--- config.mk ---
export PLATFORM = sky130hd
export DESIGN_NAME = olsr_dev_flat
export DESIGN_NICKNAME = d
export VERILOG_FILES = /design/src/core/olsr_pkg.sv /design/src/core/olsr_mgmt_if.sv /design/src/core/olsr_dev.sv /design/src/flat_wrapper.sv
export VERILOG_INCLUDE_DIRS = /design/src /design/src/core
export SDC_FILE = /design/constraint.sdc
export NUM_CORES = 1
export LEC_CHECK = 0
export ABC_AREA = 1
export BUFFER_PORTS_ARGS = -buffer_cell sky130_fd_sc_hd__buf_4
export CAP_MARGIN = 20
export CORE_MARGIN = 2
export CORE_UTILIZATION = 52
export CTS_BUF_LIST = sky130_fd_sc_hd__clkbuf_8
export DETAILED_ROUTE_END_ITERATION = 8
export PLACE_DENSITY = 0.84
export SLEW_MARGIN = 40
export SYNTH_ARGS = -nofsm -noshare
export SYNTH_HDL_FRONTEND = slang
export SYNTH_SLANG_ARGS = --single-unit
--- constraint.sdc ---
create_clock -name clk_i -period 1.64 [get_ports clk_i]
set_input_delay 0 -clock clk_i [delete_from_list [all_inputs] [get_ports clk_i]]
set_output_delay 0 -clock clk_i [all_outputs]
set_load 0.05 [all_outputs]
--- src/core/olsr_defs.svh ---
// Offsets, field positions, reset values and counts of the status bank
`ifndef OLSR_DEFS_SVH
`define OLSR_DEFS_SVH
`define OLSR_OFF_SHADOW 8'h4F
`define OLSR_OFF_STAT1 8'h50
`define OLSR_OFF_STAT2 8'h51
`define OLSR_SHADOW_RST_TERM 8'h07
`define OLSR_SHADOW_RST_CENT 8'h47
`define OLSR_RESV_RST 4'h0
`define OLSR_B_SPEED 7
`define OLSR_B_ROLE 6
`define OLSR_B_LOOP 5
`define OLSR_B_LOS 4
`define OLSR_B_DIAG 3
`define OLSR_B_CU 2
`define OLSR_B_OPT 1
`define OLSR_B_PD 0
`define OLSR_B_MULTI 3
`define OLSR_B_ANEG 2
`define OLSR_LOS_RST 1'b0
`define OLSR_CU_RST 1'b1
`define OLSR_MULTI_RST 1'b0
// Synchronised pin vector positions and idle levels
`define OLSR_P_WARM 6
`define OLSR_P_ROLE 5
`define OLSR_P_SD 4
`define OLSR_P_PDN 3
`define OLSR_P_DIAG 2
`define OLSR_P_LOS 1
`define OLSR_P_ANEG 0
`define OLSR_PIN_RST 7'h08
`define OLSR_INIT_CYC 2'h3
// Host controller Wishbone map
`define OLSR_WB_CMD 8'h00
`define OLSR_WB_STAT 8'h04
`define OLSR_WB_IRQ_STAT 8'h08
`define OLSR_WB_IRQ_CLR 8'h0C
`define OLSR_WB_IRQ_EN 8'h10
`define OLSR_CMD_WE 16
`define OLSR_EV_WDONE 0
`define OLSR_EV_RDONE 1
`endif

--- src/core/olsr_pkg.sv ---
// Types shared by both ends of the status bank link
package olsr_pkg;
    typedef enum logic [1:0] {
        OLSR_DEV_INIT = 2'b01,
        OLSR_DEV_RUN = 2'b10
    } olsr_dev_state_t;
    typedef enum logic [1:0] {
        OLSR_HOST_IDLE = 2'b01,
        OLSR_HOST_REQ = 2'b10
    } olsr_host_state_t;
endpackage

--- src/core/olsr_mgmt_if.sv ---
// Management register link between host controller and status bank
interface olsr_mgmt_if;
    logic req;
    logic we;
    logic [7:0] addr;
    logic [7:0] wdata;
    logic ack;
    logic [7:0] rdata;
    modport dev (input req, input we, input addr, input wdata, output ack, output rdata);
    modport host (output req, output we, output addr, output wdata, input ack, input rdata);
endinterface

--- src/core/olsr_dev.sv ---
// Local status register bank with partner status shadow
// Operation
// - Terminal: shadow follows partner while link up
// - Center: first link-up after power-on loads shadow
// - Center: warm reset/power-down retains shadow value
// - Center: tracking resumes after link returns
// - Shadow reset value depends on side
// - Bit 6 reports terminal or center role
// - Bit 5 shows loopback state
// - Bit 4 selects loss-of-signal report method
// - Method bit: host writes center, pin terminal
// - Diag bit: host center, pin terminal
// - Copper-down bit: host center, hardware terminal
// - Bit 1 is inverse of signal detect
// - Bit 0 is inverse of power-down pin
// - Upper four status-two bits stay zero
// - Multi-interface bit: zero terminal, host center
// - Autoneg bit mirrors config in terminal only
// - Partner status uses local status layout
`include "olsr_defs.svh"
module olsr_dev
    import olsr_pkg::*;
#(
    parameter int ADDR_W = 8
)
(
    input wire logic clk_i,
    input wire logic rst_i,
    olsr_mgmt_if.dev mgmt,
    input wire logic role_strap_i,
    input wire logic warm_rst_i,
    input wire logic fiber_signal_detect_pin_i,
    input wire logic power_down_pin_n_i,
    input wire logic diag_fail_pin_i,
    input wire logic los_method_pin_i,
    input wire logic copper_autoneg_strap_i,
    input wire logic opt_link_up_i,
    input wire logic [7:0] partner_status_i,
    input wire logic node_speed_i,
    input wire logic loopback_i,
    input wire logic copper_up_i,
    input wire logic aneg_cfg_wr_i,
    input wire logic aneg_cfg_i,
    output logic [7:0] shadow_bits_o,
    output logic los_notify_method_o
);
    if (ADDR_W != 8)
    begin : g_addr_w_check
        $error("olsr_dev: management address must be 8 bits");
    end

    function automatic logic hit(input logic [7:0] a, input logic [7:0] off);
        hit = (a == off);
    endfunction

    olsr_dev_state_t state;
    logic [1:0] init_cnt;
    logic [6:0] pin_meta;
    logic [6:0] pin_sync;
    logic terminal_role;
    logic hold;
    logic link_q;
    logic loopback_flag;
    logic diag_result_bit;
    logic copper_down_bit;
    logic multi_interface_bit;
    logic aneg_cfg;
    logic node_speed_bit;
    logic ack;
    logic [7:0] rdata;

    // Pins from outside the clock domain: two flops before any use
    always_ff @(posedge clk_i)
    begin
        if (rst_i)
        begin
            pin_meta <= `OLSR_PIN_RST;
            pin_sync <= `OLSR_PIN_RST;
        end
        else
        begin
            pin_meta <= {warm_rst_i, role_strap_i, fiber_signal_detect_pin_i,
                power_down_pin_n_i, diag_fail_pin_i, los_method_pin_i,
                copper_autoneg_strap_i};
            pin_sync <= pin_meta;
        end
    end

    wire running = (state == OLSR_DEV_RUN);
    wire warm_ev = pin_sync[`OLSR_P_WARM] | ~pin_sync[`OLSR_P_PDN];
    wire link_rise = opt_link_up_i & ~link_q;
    wire center_role = ~terminal_role;
    wire wr = mgmt.req & mgmt.we & ~ack & running;
    wire wr_stat1 = wr & center_role & hit(mgmt.addr, `OLSR_OFF_STAT1);
    wire wr_stat2 = wr & center_role & hit(mgmt.addr, `OLSR_OFF_STAT2);
    wire optical_absent_bit = ~pin_sync[`OLSR_P_SD];
    wire powered_down_bit = ~pin_sync[`OLSR_P_PDN];
    wire autoneg_capable_bit = terminal_role & aneg_cfg;
    wire [7:0] status_one = {node_speed_bit, terminal_role, loopback_flag,
        los_notify_method_o, diag_result_bit, copper_down_bit,
        optical_absent_bit, powered_down_bit};
    wire [7:0] status_two = {`OLSR_RESV_RST, multi_interface_bit,
        autoneg_capable_bit, 2'b00};
    wire [7:0] rd_val = hit(mgmt.addr, `OLSR_OFF_SHADOW) ? shadow_bits_o :
        hit(mgmt.addr, `OLSR_OFF_STAT1) ? status_one :
        hit(mgmt.addr, `OLSR_OFF_STAT2) ? status_two : 8'h00;
    wire [7:0] shadow_rst = terminal_role ? `OLSR_SHADOW_RST_TERM
        : `OLSR_SHADOW_RST_CENT;

    // Straps are caught once the synchronisers have filled
    always_ff @(posedge clk_i)
    begin
        if (rst_i)
        begin
            state <= OLSR_DEV_INIT;
            init_cnt <= 2'h0;
            terminal_role <= 1'b0;
        end
        else
        begin
            case (state)
                OLSR_DEV_INIT:
                begin
                    init_cnt <= init_cnt + 2'h1;
                    if (init_cnt == `OLSR_INIT_CYC)
                    begin
                        state <= OLSR_DEV_RUN;
                        terminal_role <= pin_sync[`OLSR_P_ROLE];
                    end
                end
                OLSR_DEV_RUN:
                    state <= OLSR_DEV_RUN;
                default:
                    state <= OLSR_DEV_INIT;
            endcase
        end
    end

    // Partner status shadow; the partner byte shares the local layout
    always_ff @(posedge clk_i)
    begin
        if (rst_i)
        begin
            shadow_bits_o <= `OLSR_SHADOW_RST_CENT;
            hold <= 1'b0;
            link_q <= 1'b0;
        end
        else if (!running)
        begin
            shadow_bits_o <= pin_sync[`OLSR_P_ROLE] ? `OLSR_SHADOW_RST_TERM
                : `OLSR_SHADOW_RST_CENT;
            link_q <= opt_link_up_i;
        end
        else
        begin
            link_q <= opt_link_up_i;
            if (terminal_role)
            begin
                if (warm_ev)
                    shadow_bits_o <= shadow_rst;
                else if (opt_link_up_i)
                    shadow_bits_o <= partner_status_i;
            end
            else if (warm_ev)
                hold <= 1'b1;
            else if (hold)
            begin
                // Retained byte stays visible until the link comes back
                if (link_rise)
                    hold <= 1'b0;
            end
            else if (opt_link_up_i)
                shadow_bits_o <= partner_status_i;
        end
    end

    // Local status bits
    always_ff @(posedge clk_i)
    begin
        if (rst_i)
        begin
            los_notify_method_o <= `OLSR_LOS_RST;
            diag_result_bit <= 1'b0;
            copper_down_bit <= `OLSR_CU_RST;
            multi_interface_bit <= `OLSR_MULTI_RST;
            aneg_cfg <= 1'b0;
            loopback_flag <= 1'b0;
            node_speed_bit <= 1'b0;
        end
        else if (!running || warm_ev)
        begin
            // Power-down does not keep configuration, so it reinitialises too
            los_notify_method_o <= `OLSR_LOS_RST;
            diag_result_bit <= pin_sync[`OLSR_P_DIAG];
            copper_down_bit <= `OLSR_CU_RST;
            multi_interface_bit <= `OLSR_MULTI_RST;
            aneg_cfg <= pin_sync[`OLSR_P_ANEG];
            loopback_flag <= 1'b0;
            node_speed_bit <= 1'b0;
        end
        else
        begin
            loopback_flag <= loopback_i;
            node_speed_bit <= node_speed_i;
            if (aneg_cfg_wr_i)
                aneg_cfg <= aneg_cfg_i;
            if (terminal_role)
            begin
                los_notify_method_o <= pin_sync[`OLSR_P_LOS];
                diag_result_bit <= pin_sync[`OLSR_P_DIAG];
                copper_down_bit <= ~copper_up_i;
                multi_interface_bit <= 1'b0;
            end
            else
            begin
                if (wr_stat1)
                begin
                    los_notify_method_o <= mgmt.wdata[`OLSR_B_LOS];
                    diag_result_bit <= mgmt.wdata[`OLSR_B_DIAG];
                    copper_down_bit <= mgmt.wdata[`OLSR_B_CU];
                end
                if (wr_stat2)
                    multi_interface_bit <= mgmt.wdata[`OLSR_B_MULTI];
            end
        end
    end

    // One ack pulse per request; the host drops req after seeing it
    always_ff @(posedge clk_i)
    begin
        if (rst_i)
        begin
            ack <= 1'b0;
            rdata <= 8'h00;
        end
        else
        begin
            ack <= mgmt.req & ~ack & running;
            if (mgmt.req & ~ack & running)
                rdata <= rd_val;
        end
    end

    assign mgmt.ack = ack;
    assign mgmt.rdata = rdata;
endmodule // olsr_dev

--- src/flat_wrapper.sv ---
// flat-port wrapper written by rule: the top's interface ports become plain ports
module olsr_dev_flat import olsr_pkg::*;
#(
    parameter int ADDR_W = 8
)
  (clk_i, rst_i, role_strap_i, warm_rst_i, fiber_signal_detect_pin_i, power_down_pin_n_i, diag_fail_pin_i, los_method_pin_i, copper_autoneg_strap_i, opt_link_up_i, partner_status_i, node_speed_i, loopback_i, copper_up_i, aneg_cfg_wr_i, aneg_cfg_i, shadow_bits_o, los_notify_method_o, mgmt_req, mgmt_we, mgmt_addr, mgmt_wdata, mgmt_ack, mgmt_rdata);
  olsr_mgmt_if mgmt_i ();
  input wire logic clk_i;
  input wire logic rst_i;
  input wire logic role_strap_i;
  input wire logic warm_rst_i;
  input wire logic fiber_signal_detect_pin_i;
  input wire logic power_down_pin_n_i;
  input wire logic diag_fail_pin_i;
  input wire logic los_method_pin_i;
  input wire logic copper_autoneg_strap_i;
  input wire logic opt_link_up_i;
  input wire logic [7:0] partner_status_i;
  input wire logic node_speed_i;
  input wire logic loopback_i;
  input wire logic copper_up_i;
  input wire logic aneg_cfg_wr_i;
  input wire logic aneg_cfg_i;
  output logic [7:0] shadow_bits_o;
  output logic los_notify_method_o;
  input wire logic [$bits(mgmt_i.req)-1:0] mgmt_req;
  input wire logic [$bits(mgmt_i.we)-1:0] mgmt_we;
  input wire logic [$bits(mgmt_i.addr)-1:0] mgmt_addr;
  input wire logic [$bits(mgmt_i.wdata)-1:0] mgmt_wdata;
  output wire logic [$bits(mgmt_i.ack)-1:0] mgmt_ack;
  output wire logic [$bits(mgmt_i.rdata)-1:0] mgmt_rdata;
  assign mgmt_i.req = mgmt_req;
  assign mgmt_i.we = mgmt_we;
  assign mgmt_i.addr = mgmt_addr;
  assign mgmt_i.wdata = mgmt_wdata;
  assign mgmt_ack = mgmt_i.ack;
  assign mgmt_rdata = mgmt_i.rdata;
  olsr_dev #(.ADDR_W(ADDR_W)) u_core (.clk_i(clk_i), .rst_i(rst_i), .mgmt(mgmt_i), .role_strap_i(role_strap_i), .warm_rst_i(warm_rst_i), .fiber_signal_detect_pin_i(fiber_signal_detect_pin_i), .power_down_pin_n_i(power_down_pin_n_i), .diag_fail_pin_i(diag_fail_pin_i), .los_method_pin_i(los_method_pin_i), .copper_autoneg_strap_i(copper_autoneg_strap_i), .opt_link_up_i(opt_link_up_i), .partner_status_i(partner_status_i), .node_speed_i(node_speed_i), .loopback_i(loopback_i), .copper_up_i(copper_up_i), .aneg_cfg_wr_i(aneg_cfg_wr_i), .aneg_cfg_i(aneg_cfg_i), .shadow_bits_o(shadow_bits_o), .los_notify_method_o(los_notify_method_o));
endmodule
==> results of run 1 <==
final cells by class:
cell class | instances | area [um2]
repair buffers | 73 | 596
multi-input cells | 159 | 787
flip-flops and latches | 45 | 901
clock inverters | 1 | 5.00
inverters | 47 | 176
fillers | 264 | 797
clock buffers | 7 | 96.3
well taps | 46 | 57.6
critical path, delay by kind of cell, from the launching register on:
| kind | cells | cell delay, ns |
|---|---|---|
| DFF | 1 | 0.32 |
| adders and majority gates | 1 | 0.23 |
| and+or+nand+nor | 3 | 0.28 |
| buffers and inverters | 3 | 0.24 |
| AOI/OAI and AO/OA | 2 | 0.23 |
synth_stat cells, types with 3 or more instances:
master / n / share of area [%]
dfxtp_1: 45 / 48
o21ai_0: 11 / 2.9
inv_2: 5 / 0.99
nor2_1: 39 / 7.8
nand2_2: 6 / 2.0
nand2_1: 48 / 9.5
clkbuf_1: 3 / 0.60
ha_1: 3 / 2.0
inv_1: 42 / 8.4
nand3_1: 20 / 5.3
a21oi_1: 8 / 2.1
o211ai_1: 4 / 1.6
o21ai_1: 3 / 0.80
placed cells by master, fill, tap and decap left out, types with 2 or more instances in the layout:
cell type      count
o21a_1             2
nand2_1           48
a21oi_1            8
nand2_2            5
dlygate4sd3_1     19
ha_1               3
nand3_1           20
nor2_1            39
clkbuf_8           7
a31oi_1            2
inv_1             42
nor2_4             2
nand3b_1           2
o211ai_1           4
dfxtp_1           45
buf_4             54
o21ai_1            3
inv_2              5
or2_2              2
o21ai_0           11
layer usage:
metal  wire length (um)  vias to the layer above  track usage (%)
li1                   -                      937                -
met1               1810                      782             26.7
met2               2030                       63             39.1
met3                302                        5             4.58
met4                 55                        0             7.45
met5                  0                        -                0
timing repair:
item	4_1_cts	5_1_grt
hold buffers	19	0
resized for setup	0	1
setup endpoints to repair	0	1
hold endpoints to repair	18	0
cell families (layout without fill, tap and decap cells):
kind of cell | after synthesis | count (layout) | synth area share, %
XOR/XNOR | 1 | 1 | 0.464
adder cells (fa/ha/maj) | 3 | 3 | 1.99
AND/OR/NAND/NOR | 120 | 120 | 27.6
flip-flops | 45 | 45 | 47.7
multiplexers | 1 | 1 | 0.531
buffers and inverters | 52 | 128 | 10.8
AO/OA/AOI/OAI | 34 | 34 | 10.9
flip-flops by register name (all words and copies together) (netlist names), 2 cells and up:
signal	count
u_core.pin_sync	7
u_core.mgmt.rdata	8
u_core.shadow_bits_o	8
u_core.pin_meta	7
u_core.init_cnt	2
u_core.state	2
power breakdown:
group,switching [mW],internal [mW]
Combinational,0.448,0.307
Sequential,0.0653,1.21
Clock,0.363,0.381
through the flow:
stage / hold WS [ns] / utilization, % / worst slack [ns] / power (mW) / instance area [um2]
global route: 0.0455 / 76.7 / 0.0591 / 2.94 / 2620
detailed placement: 0.187 / 68.0 / 0.177 / 2.01 / 2320
floorplan: 0.104 / - / 0.344 / 1.80 / 1890
global placement: 0.187 / 68.0 / 0.209 / 1.99 / 2320
finish: 0.0355 / 76.7 / 0.238 / 2.77 / 2620
CTS: 0.0300 / 76.5 / 0.167 / 2.78 / 2610
worst paths after layout:
check / slack, ns / to / depth (start not counted) / start
max reg2reg: 0.24 / u_core.shadow_bits_o[4] / 9 / u_core.state[0]
max: 0.24 / u_core.shadow_bits_o[4] / 9 / u_core.state[0]
min reg2reg: 0.40 / u_core.pin_sync[4] / 2 / u_core.pin_meta[4]
min: 0.04 / u_core.shadow_bits_o[3] / 3 / partner_status_i[3]
==> results.json, run 1 <==
{
  "syn_area_per_cell_um2": 7.37,
  "io_pins": 59,
  "grt_pass1_vias": 1645,
  "drc": 0,
  "maxSlewViolCount": 0,
  "skew_ns": 0.00705,
  "power.leakage_nw": 1.30,
  "num_rows": 21,
  "cap_viol_max_count": 0,
  "hold_class": "in -> reg",
  "tns_ns": 0,
  "async_reset_ff_share_pct": 0,
  "grt_first_pass_wirelength_mm": 7.13,
  "synth_fp_nets": 300,
  "syn_to_final_growth_pct": 38.8,
  "start_util_pct": 55.2,
  "viasPerCell": 4.73,
  "irDropWorstVdd_mv": 0.712,
  "syn-instance-count": 256,
  "synth_area_um2": 1890,
  "grt_use_total_pct": 22.2,
  "final_layout_size_suffix_gt1_share_pct": 24.4,
  "tritoncts": "done",
  "cts_buffers": 5,
  "detail-route-antenna-nets": 0,
  "drtIter0Drc": 127,
  "synthFlopType": "dfxtp_1",
  "first_pass_iters": 4,
  "grt_max_degree": 28,
  "cp_data_arrival_time_ns": 1.60,
  "dp_hpwl_mm": 2.92,
  "num-nets-final": 375,
  "cts-root-buf": "clkbuf_8",
  "synth.ff_latch_count": 45,
  "crit_required_ns": 1.83,
  "io_buffers": 53,
  "critPathMaxStageDelay_ns": 0.32,
  "synth-seq-area-share_pct": 47.7,
  "die-area_um2": 4130,
  "power_density_nw_per_um2": 1060,
  "gr-total-overflow": 0,
  "cts_buffer_depth": 2,
  "relSlewSlack_pct": 78.4,
  "routedWlPerCell_um": 11.1,
  "startpoint_type": "flip-flop",
  "status": "completed",
  "dp_cells": 351,
  "clock-sinks": 45,
  "setup_viol": 0,
  "path_max_fanout": 11,
  "vias": 1787,
  "die_h_um": 64.2,
  "core_area_um2": 3420,
  "timing.fmax_mhz": 713,
  "synth.distinct_cells": 27,
  "worst_skew_pair.late_latency_ns": 0.30,
  "wl_mm": 4.20,
  "instances_no_fill": 378,
  "htreeDepth": 2,
  "cts_setup_buffers": 0,
  "cpMaxStageDelayCell": "dfxtp_1",
  "crit_path_end_kind": "flip-flop",
  "path_common_cell": "inv_1",
  "antenna_found_initial": 0,
  "diodes": 0,
  "synth-edff-count": 0,
  "yosysWarnings": 0,
  "rsz0062_at_grt": "no",
  "die_x_um": 64.2,
  "tightest_slew_ns": 0.324,
  "min_period_ns": 1.40,
  "gp_congestion": 0.858,
  "path_cells": "inv_1, ha_1, nand2_2, inv_2, o21ai_2, nand2_4, inv_1, o21ai_0, nor2_1",
  "clk_pin_slew_ns": 0.08,
  "finalHoldViolations": 0,
  "worstSetupPathType": "reg -> reg",
  "period_share_pct": 85.5
}
(Power assumes the default switching activity.)
==> run 2, diff against run 1 <==
- ABC_AREA: 1 -> default
- CORE_UTILIZATION: 52 -> 51
==> run 2 against run 1 <==
Effect of this change: maximum frequency fell by 10%; area after synthesis fell by 7.0%; synthesized cell count fell by 28%; combinational power fell by 23%; die area fell by 4.8%; first-iteration DRC count fell by 39%; clock skew fell by 0.0027 ns; routed wire length rose by 2.6%; cell area fell by 2.1%; worst hold slack got worse by 0.015 ns; via count fell by 8.9%; critical path type unchanged.
==> results.json, run 2 <==
{
  "status": "completed",
  "min_period_ns": 1.56,
  "clkPwrFrac_pct": 27.9,
  "p_int_mw": 1.81,
  "dp_hpwl_mm": 2.85,
  "vias": 1628,
  "setup_viol": 0,
  "antenna_found_initial": 0,
  "synth-edff-count": 0,
  "yosys-top-cells-area": "dfxtp_1 (51%), mux2i_1 (6.3%), nor2b_1 (4.3%)",
  "htreeDepth": 2,
  "io_pins": 59,
  "relSlewSlack_pct": 62.9,
  "drc": 0,
  "worstSetupPathType": "reg -> reg",
  "hold_depth": 3,
  "cts_buffer_depth": 2,
  "layout_common_cells": "buf_4 (59), dfxtp_1 (43), dlygate4sd3_1 (19)",
  "synth-seq-area-share_pct": 51.3,
  "irDropWorstVdd_mv": 0.750,
  "first_pass_iters": 4,
  "p_sw_mw": 0.713,
  "gr-total-overflow": 0,
  "synthFlopType": "dfxtp_1",
  "num-nets-final": 309,
  "cts-root-buf": "clkbuf_8",
  "grt_max_degree": 26,
  "io_buffers": 53,
  "yosysTopAreaCell": "dfxtp_1",
  "cap_viol_max_count": 0,
  "timing.fmax_mhz": 641,
  "diodes": 0,
  "die-area_um2": 3930,
  "tritoncts": "done",
  "power.share.switching_pct": 28.2,
  "dr_wl_met3_um": 286,
  "yosysWarnings": 0,
  "reg_top3": "u_core.mgmt.rdata: 8 flops, u_core.shadow_bits_o: 8 flops",
  "grt_first_pass_wirelength_mm": 7.16,
  "wl_mm": 4.31,
  "power_density_nw_per_um2": 984,
  "die_h_um": 62.7,
  "viasPerCell": 5.22,
  "met2WireLength_mm": 2.15,
  "p_seq_share_pct": 49.0,
  "final_core_util_pct": 77.5,
  "startpoint_type": "flip-flop",
  "grt_pass1_vias": 1551,
  "power_frac_comb_pct": 23.1,
  "routedWlPerCell_um": 13.8,
  "tightest_slew_ns": 0.554,
  "core_area_um2": 3310,
  "async_reset_ff_share_pct": 0,
  "netlist.area_leader.share_pct": 51.3,
  "power.leakage_nw": 1.08,
  "crit_required_ns": 1.85,
  "syn_to_final_growth_pct": 46.1,
  "wl_met1_mm": 1.75,
  "syn_area_per_cell_um2": 9.49,
  "top_layer_used": "met4",
  "synth_common_cells": "dfxtp_1 (45), nand2_1 (18), nor2_1 (18), nor2b_1 (12)",
  "synth_fp_nets": 229,
  "clk_pin_slew_ns": 0.08,
  "worst_hold_slack_ns": 0.0204,
  "syn-instance-count": 185,
  "detail-route-antenna-nets": 0,
  "drtIter0Drc": 77,
  "worst_skew_pair.late_latency_ns": 0.29,
  "clock-sinks": 45,
  "skew_ns": 0.00434,
  "finalHoldViolations": 0,
  "cts_buffers": 5,
  "maxSlewViolCount": 0,
  "start_util_pct": 53.0,
  "yosysMostFrequentCell": "dfxtp_1",
  "layout_commonest_cell": "buf_4",
  "reg2regPathDepth": 7,
  "path_max_fanout": 6,
  "period_share_pct": 95.1,
  "num_rows": 21,
  "die_x_um": 62.7,
  "cp_data_arrival_time_ns": 1.77,
  "crit_path_end_kind": "flip-flop",
  "synth.ff_latch_count": 45,
  "grt_use_total_pct": 23.4,
  "final_layout_size_suffix_gt1_share_pct": 30.1,
  "hold_class": "in -> reg",
  "gp_congestion": 0.808,
  "synth.distinct_cells": 36,
  "synth_area_um2": 1760
}
[run 2: changes by cell type in the layout (fill, tap and decap cells not counted), moves of 4 or more]
cell	delta
and2_1	+4
inv_1	-38
nand2b_1	+6
nand2_2	-5
a22oi_1	+4
nand2_1	-30
nor2_1	-21
inv_2	-4
mux2i_1	+10
buf_4	+5
nand3_1	-16
nor2b_1	+12
[run 2: final timing paths]
| kind | from | end | slack, ns |
|---|---|---|---|
| setup reg to reg | u_core.state[0] | u_core.copper_down_bit | 0.08 |
| setup / recovery | u_core.state[0] | u_core.copper_down_bit | 0.08 |
| hold / removal | mgmt_wdata[4] | u_core.los_notify_method_o | 0.02 |
| hold reg to reg | u_core.pin_meta[4] | u_core.pin_sync[4] | 0.44 |
[run 2: cells by family (layout without fill, tap and decap cells)]
family,after synthesis,count (layout),synth area share (%)
compound gates,32,32,11.6
xor+xnor,1,1,0.499
fa+ha+maj,3,3,2.14
buf+inv,11,92,2.42
flops,45,45,51.3
mux,11,11,6.27
simple gates,82,82,25.7
[run 2: cell type report]
class	count	area, um2
Timing Repair Buffer	79	653
Fill cell	237	746
Sequential cell	45	903
Clock buffer	6	82.6
Inverter	5	18.8
Clock inverter	2	13.8
Tap cell	46	57.6
Multi-Input combinational cell	129	836
[run 2: metrics by stage]
stage | TNS, ns | instance area [um2] | cells | setup WS [ns] | total power [mW]
2_1_floorplan | 0 | 1760 | 185 | 0.0102 | 1.58
3_3_place_gp | 0 | 2230 | 282 | 0.112 | 1.74
3_5_place_dp | 0 | 2230 | 282 | 0.0396 | 1.75
4_1_cts | 0 | 2520 | 309 | 0.00724 | 2.48
5_1_grt | -0.0226 | 2560 | 312 | -0.0226 | 2.66
6_report | 0 | 2560 | 312 | 0.0804 | 2.52
[run 2: power by group through the flow]
stage	Sequential [mW]	Clock (mW)	Combinational, mW
2_1_floorplan	1.27	0	0.309
3_3_place_gp	1.24	0	0.491
3_5_place_dp	1.25	0	0.497
4_1_cts	1.22	0.723	0.538
5_1_grt	1.25	0.767	0.646
6_report	1.24	0.705	0.583
[run 2: timing repair]
| item | in CTS | in global routing |
|---|---|---|
| hold buffers | 19 | 0 |
| hold endpoints to repair | 19 | 0 |
| setup buffers | 0 | 3 |
| endpoints found under the setup margin | 0 | 12 |
| gates resized for setup | 0 | 7 |
[run 2: routing by layer]
metal  track usage, %  up-vias
met5                0        -
met4             11.4        0
met3             6.31       13
met2             38.0       72
met1             28.6      737
li1                 -      806
[run 2: critical path, stage by stage, from the launching register on]
cell and delay [ns]:
dfxtp_2 0.33, inv_2 0.07, ha_4 0.14, nand3b_1 0.18, nor4_4 0.31, buf_4 0.18
nor4b_1 0.06, a211oi_1 0.20
==> run 3, diff against run 2 <==
- CORE_UTILIZATION: 51 -> 46
- PLACE_DENSITY: 0.84 -> 0.8
- clock period: 1.64 -> 1.35 ns (I/O delays scaled with it)
==> run 3 against run 2 <==
Effect of this change: the run now ends with negative setup slack left; core utilization fell by 0.95 points; clock skew up 0.0024 ns; final cell count rose by 6.4%; sequential cell count unchanged; critical endpoint is now u_core.diag_result_bit.
==> results.json, run 3 (synthesized netlist as in run 2, its figures left out) <==
{
  "clk_pin_slew_ns": 0.08,
  "grt_max_degree": 26,
  "p_total_mw": 3.59,
  "path_max_fanout": 5,
  "wl_mm": 4.82,
  "io_buffers": 53,
  "multi_input_area_um2": 888,
  "routedWlPerCell_um": 14.5,
  "status": "finished, violations left",
  "layout_commonest_cell": "buf_4",
  "irDropWorstVdd_mv": 0.910,
  "power.leakage_nw": 1.21,
  "detail-route-antenna-nets": 0,
  "power_density_nw_per_um2": 1280,
  "vias": 1722,
  "die_h_um": 65.8,
  "crit_family": "simple AND/OR/NAND/NOR gates",
  "finalHoldViolations": 0,
  "drtIter0Drc": 77,
  "num-fill-cells": 245,
  "instances_no_fill": 332,
  "clock-sinks": 45,
  "skew_ns": 0.00671,
  "maxSlewViolCount": 0,
  "drc": 0,
  "final_layout_size_suffix_gt1_share_pct": 38.4,
  "start_util_pct": 47.9,
  "io_pins": 59,
  "syn_to_final_growth_pct": 59.6,
  "min_period_ns": 1.55,
  "first_pass_iters": 4,
  "crit_required_ns": 1.55,
  "grt_pass1_vias": 1642,
  "viasPerCell": 5.19,
  "layout_common_cells": "buf_4 (75), dfxtp_1 (42), dlygate4sd3_1 (19)",
  "hold_class": "in -> reg",
  "htreeDepth": 2,
  "cp_data_arrival_time_ns": 1.75,
  "cpMaxStageDelayCell": "nor4_4",
  "gr-total-overflow": 0,
  "tritoncts": "done",
  "core_area_um2": 3660,
  "final_area_um2": 2800,
  "violations": "negative setup slack",
  "grt_use_total_pct": 21.8,
  "rsz0062_at_grt": "yes",
  "num_rows": 22,
  "worst_skew_pair.late_latency_ns": 0.30,
  "dp_cells": 294,
  "final_core_util_pct": 76.5,
  "cts_buffer_depth": 2,
  "critPathMaxStageDelay_ns": 0.41,
  "final.setup.worst_slack_ns": -0.198,
  "gp_congestion": 0.838,
  "relSlewSlack_pct": 74.2,
  "reg_top3": "u_core.mgmt.rdata: 8 flops, u_core.shadow_bits_o: 8 flops",
  "setup_viol": 16,
  "timing.fmax_mhz": 646,
  "die-area_um2": 4330,
  "path_buf_inv": 1,
  "worstSetupPathType": "reg -> reg",
  "diodes": 0,
  "tightest_slew_ns": 0.384,
  "startpoint_type": "flip-flop",
  "die_x_um": 65.8,
  "dp_hpwl_mm": 3.04,
  "path_cells": "inv_2, ha_4, nand3b_1, nor4_4, nor4_1, a211oi_1",
  "cts-root-buf": "clkbuf_8",
  "place_area_um2": 2320,
  "num-nets-final": 327,
  "antenna_found_initial": 0,
  "grt_first_pass_wirelength_mm": 7.18,
  "regArea_um2": 905,
  "cap_viol_max_count": 0,
  "cts_buffers": 5,
  "crit_path_end_kind": "flip-flop",
  "period_share_pct": 115
}
[run 3: cell count changes in the layout (fill, tap and decap cells not counted), sizes merged]
cell	change
bufinv	+2
buf	+18
clkinv	-1
clkbuf	-1
[run 3: tightest hold or removal path, delay by kind of cell]
kind	cells	cell delay, ns
buffers and inverters	1	0.11
and+or+nand+nor	1	0.09
AOI/OAI and AO/OA	1	0.07
[run 3: path summary, 6_finish.rpt]
kind / endpoint / cells past startpoint / slack [ns] / start
hold reg to reg: u_core.pin_sync[3] / 1 / 0.42 / u_core.pin_meta[3]
setup / recovery: u_core.diag_result_bit / 6 / -0.20 / u_core.state[0]
hold / removal: u_core.copper_down_bit / 3 / 0.006 / mgmt_wdata[2]
setup reg to reg: u_core.diag_result_bit / 6 / -0.20 / u_core.state[0]
[run 3: routing by layer]
metal  vias up  GRT usage [%]  routed length (um)
met5         -              0                   0
met3        16           3.41                 284
met4         0           14.1                 171
met1       802           24.3                1900
met2        68           38.3                2460
li1        836              -                   -
[run 3: repair_timing]
item | 4_1_cts | 5_1_grt
setup buffers | 5 | 6
pin swaps | 3 | 8
hold buffers | 19 | 0
gates resized for setup | 6 | 13
hold endpoints to repair | 19 | 0
setup endpoints to repair | 20 | 23
gates cloned | 0 | 0
[run 3: metrics by stage]
step / setup WS, ns / hold WS, ns / setup TNS, ns
floorplan: -0.120 / 0.0716 / -1.29
global placement: -0.0761 / 0.185 / -0.812
detailed placement: -0.190 / 0.187 / -1.68
CTS: -0.142 / 0.00470 / -0.454
global route: -0.363 / 0.0208 / -2.72
finish: -0.198 / 0.00602 / -1.44
[run 3: cell type report]
| type | count | area share, % |
|---|---|---|
| clock inverter | 3 | 2.32 |
| sequential | 45 | 32.3 |
| multi-input combinational | 129 | 31.7 |
| inverter | 5 | 0.670 |
| timing repair buffer | 97 | 28.4 |
| tap | 48 | 2.14 |
| clock buffer | 5 | 2.46 |
[run 3: power by group]
group / internal [mW] / total (mW) / switching [mW]
Clock: 0.735 / 1.18 / 0.444
Sequential: 1.44 / 1.50 / 0.0622
Combinational: 0.503 / 0.917 / 0.413
Total: 2.67 / 3.59 / 0.920
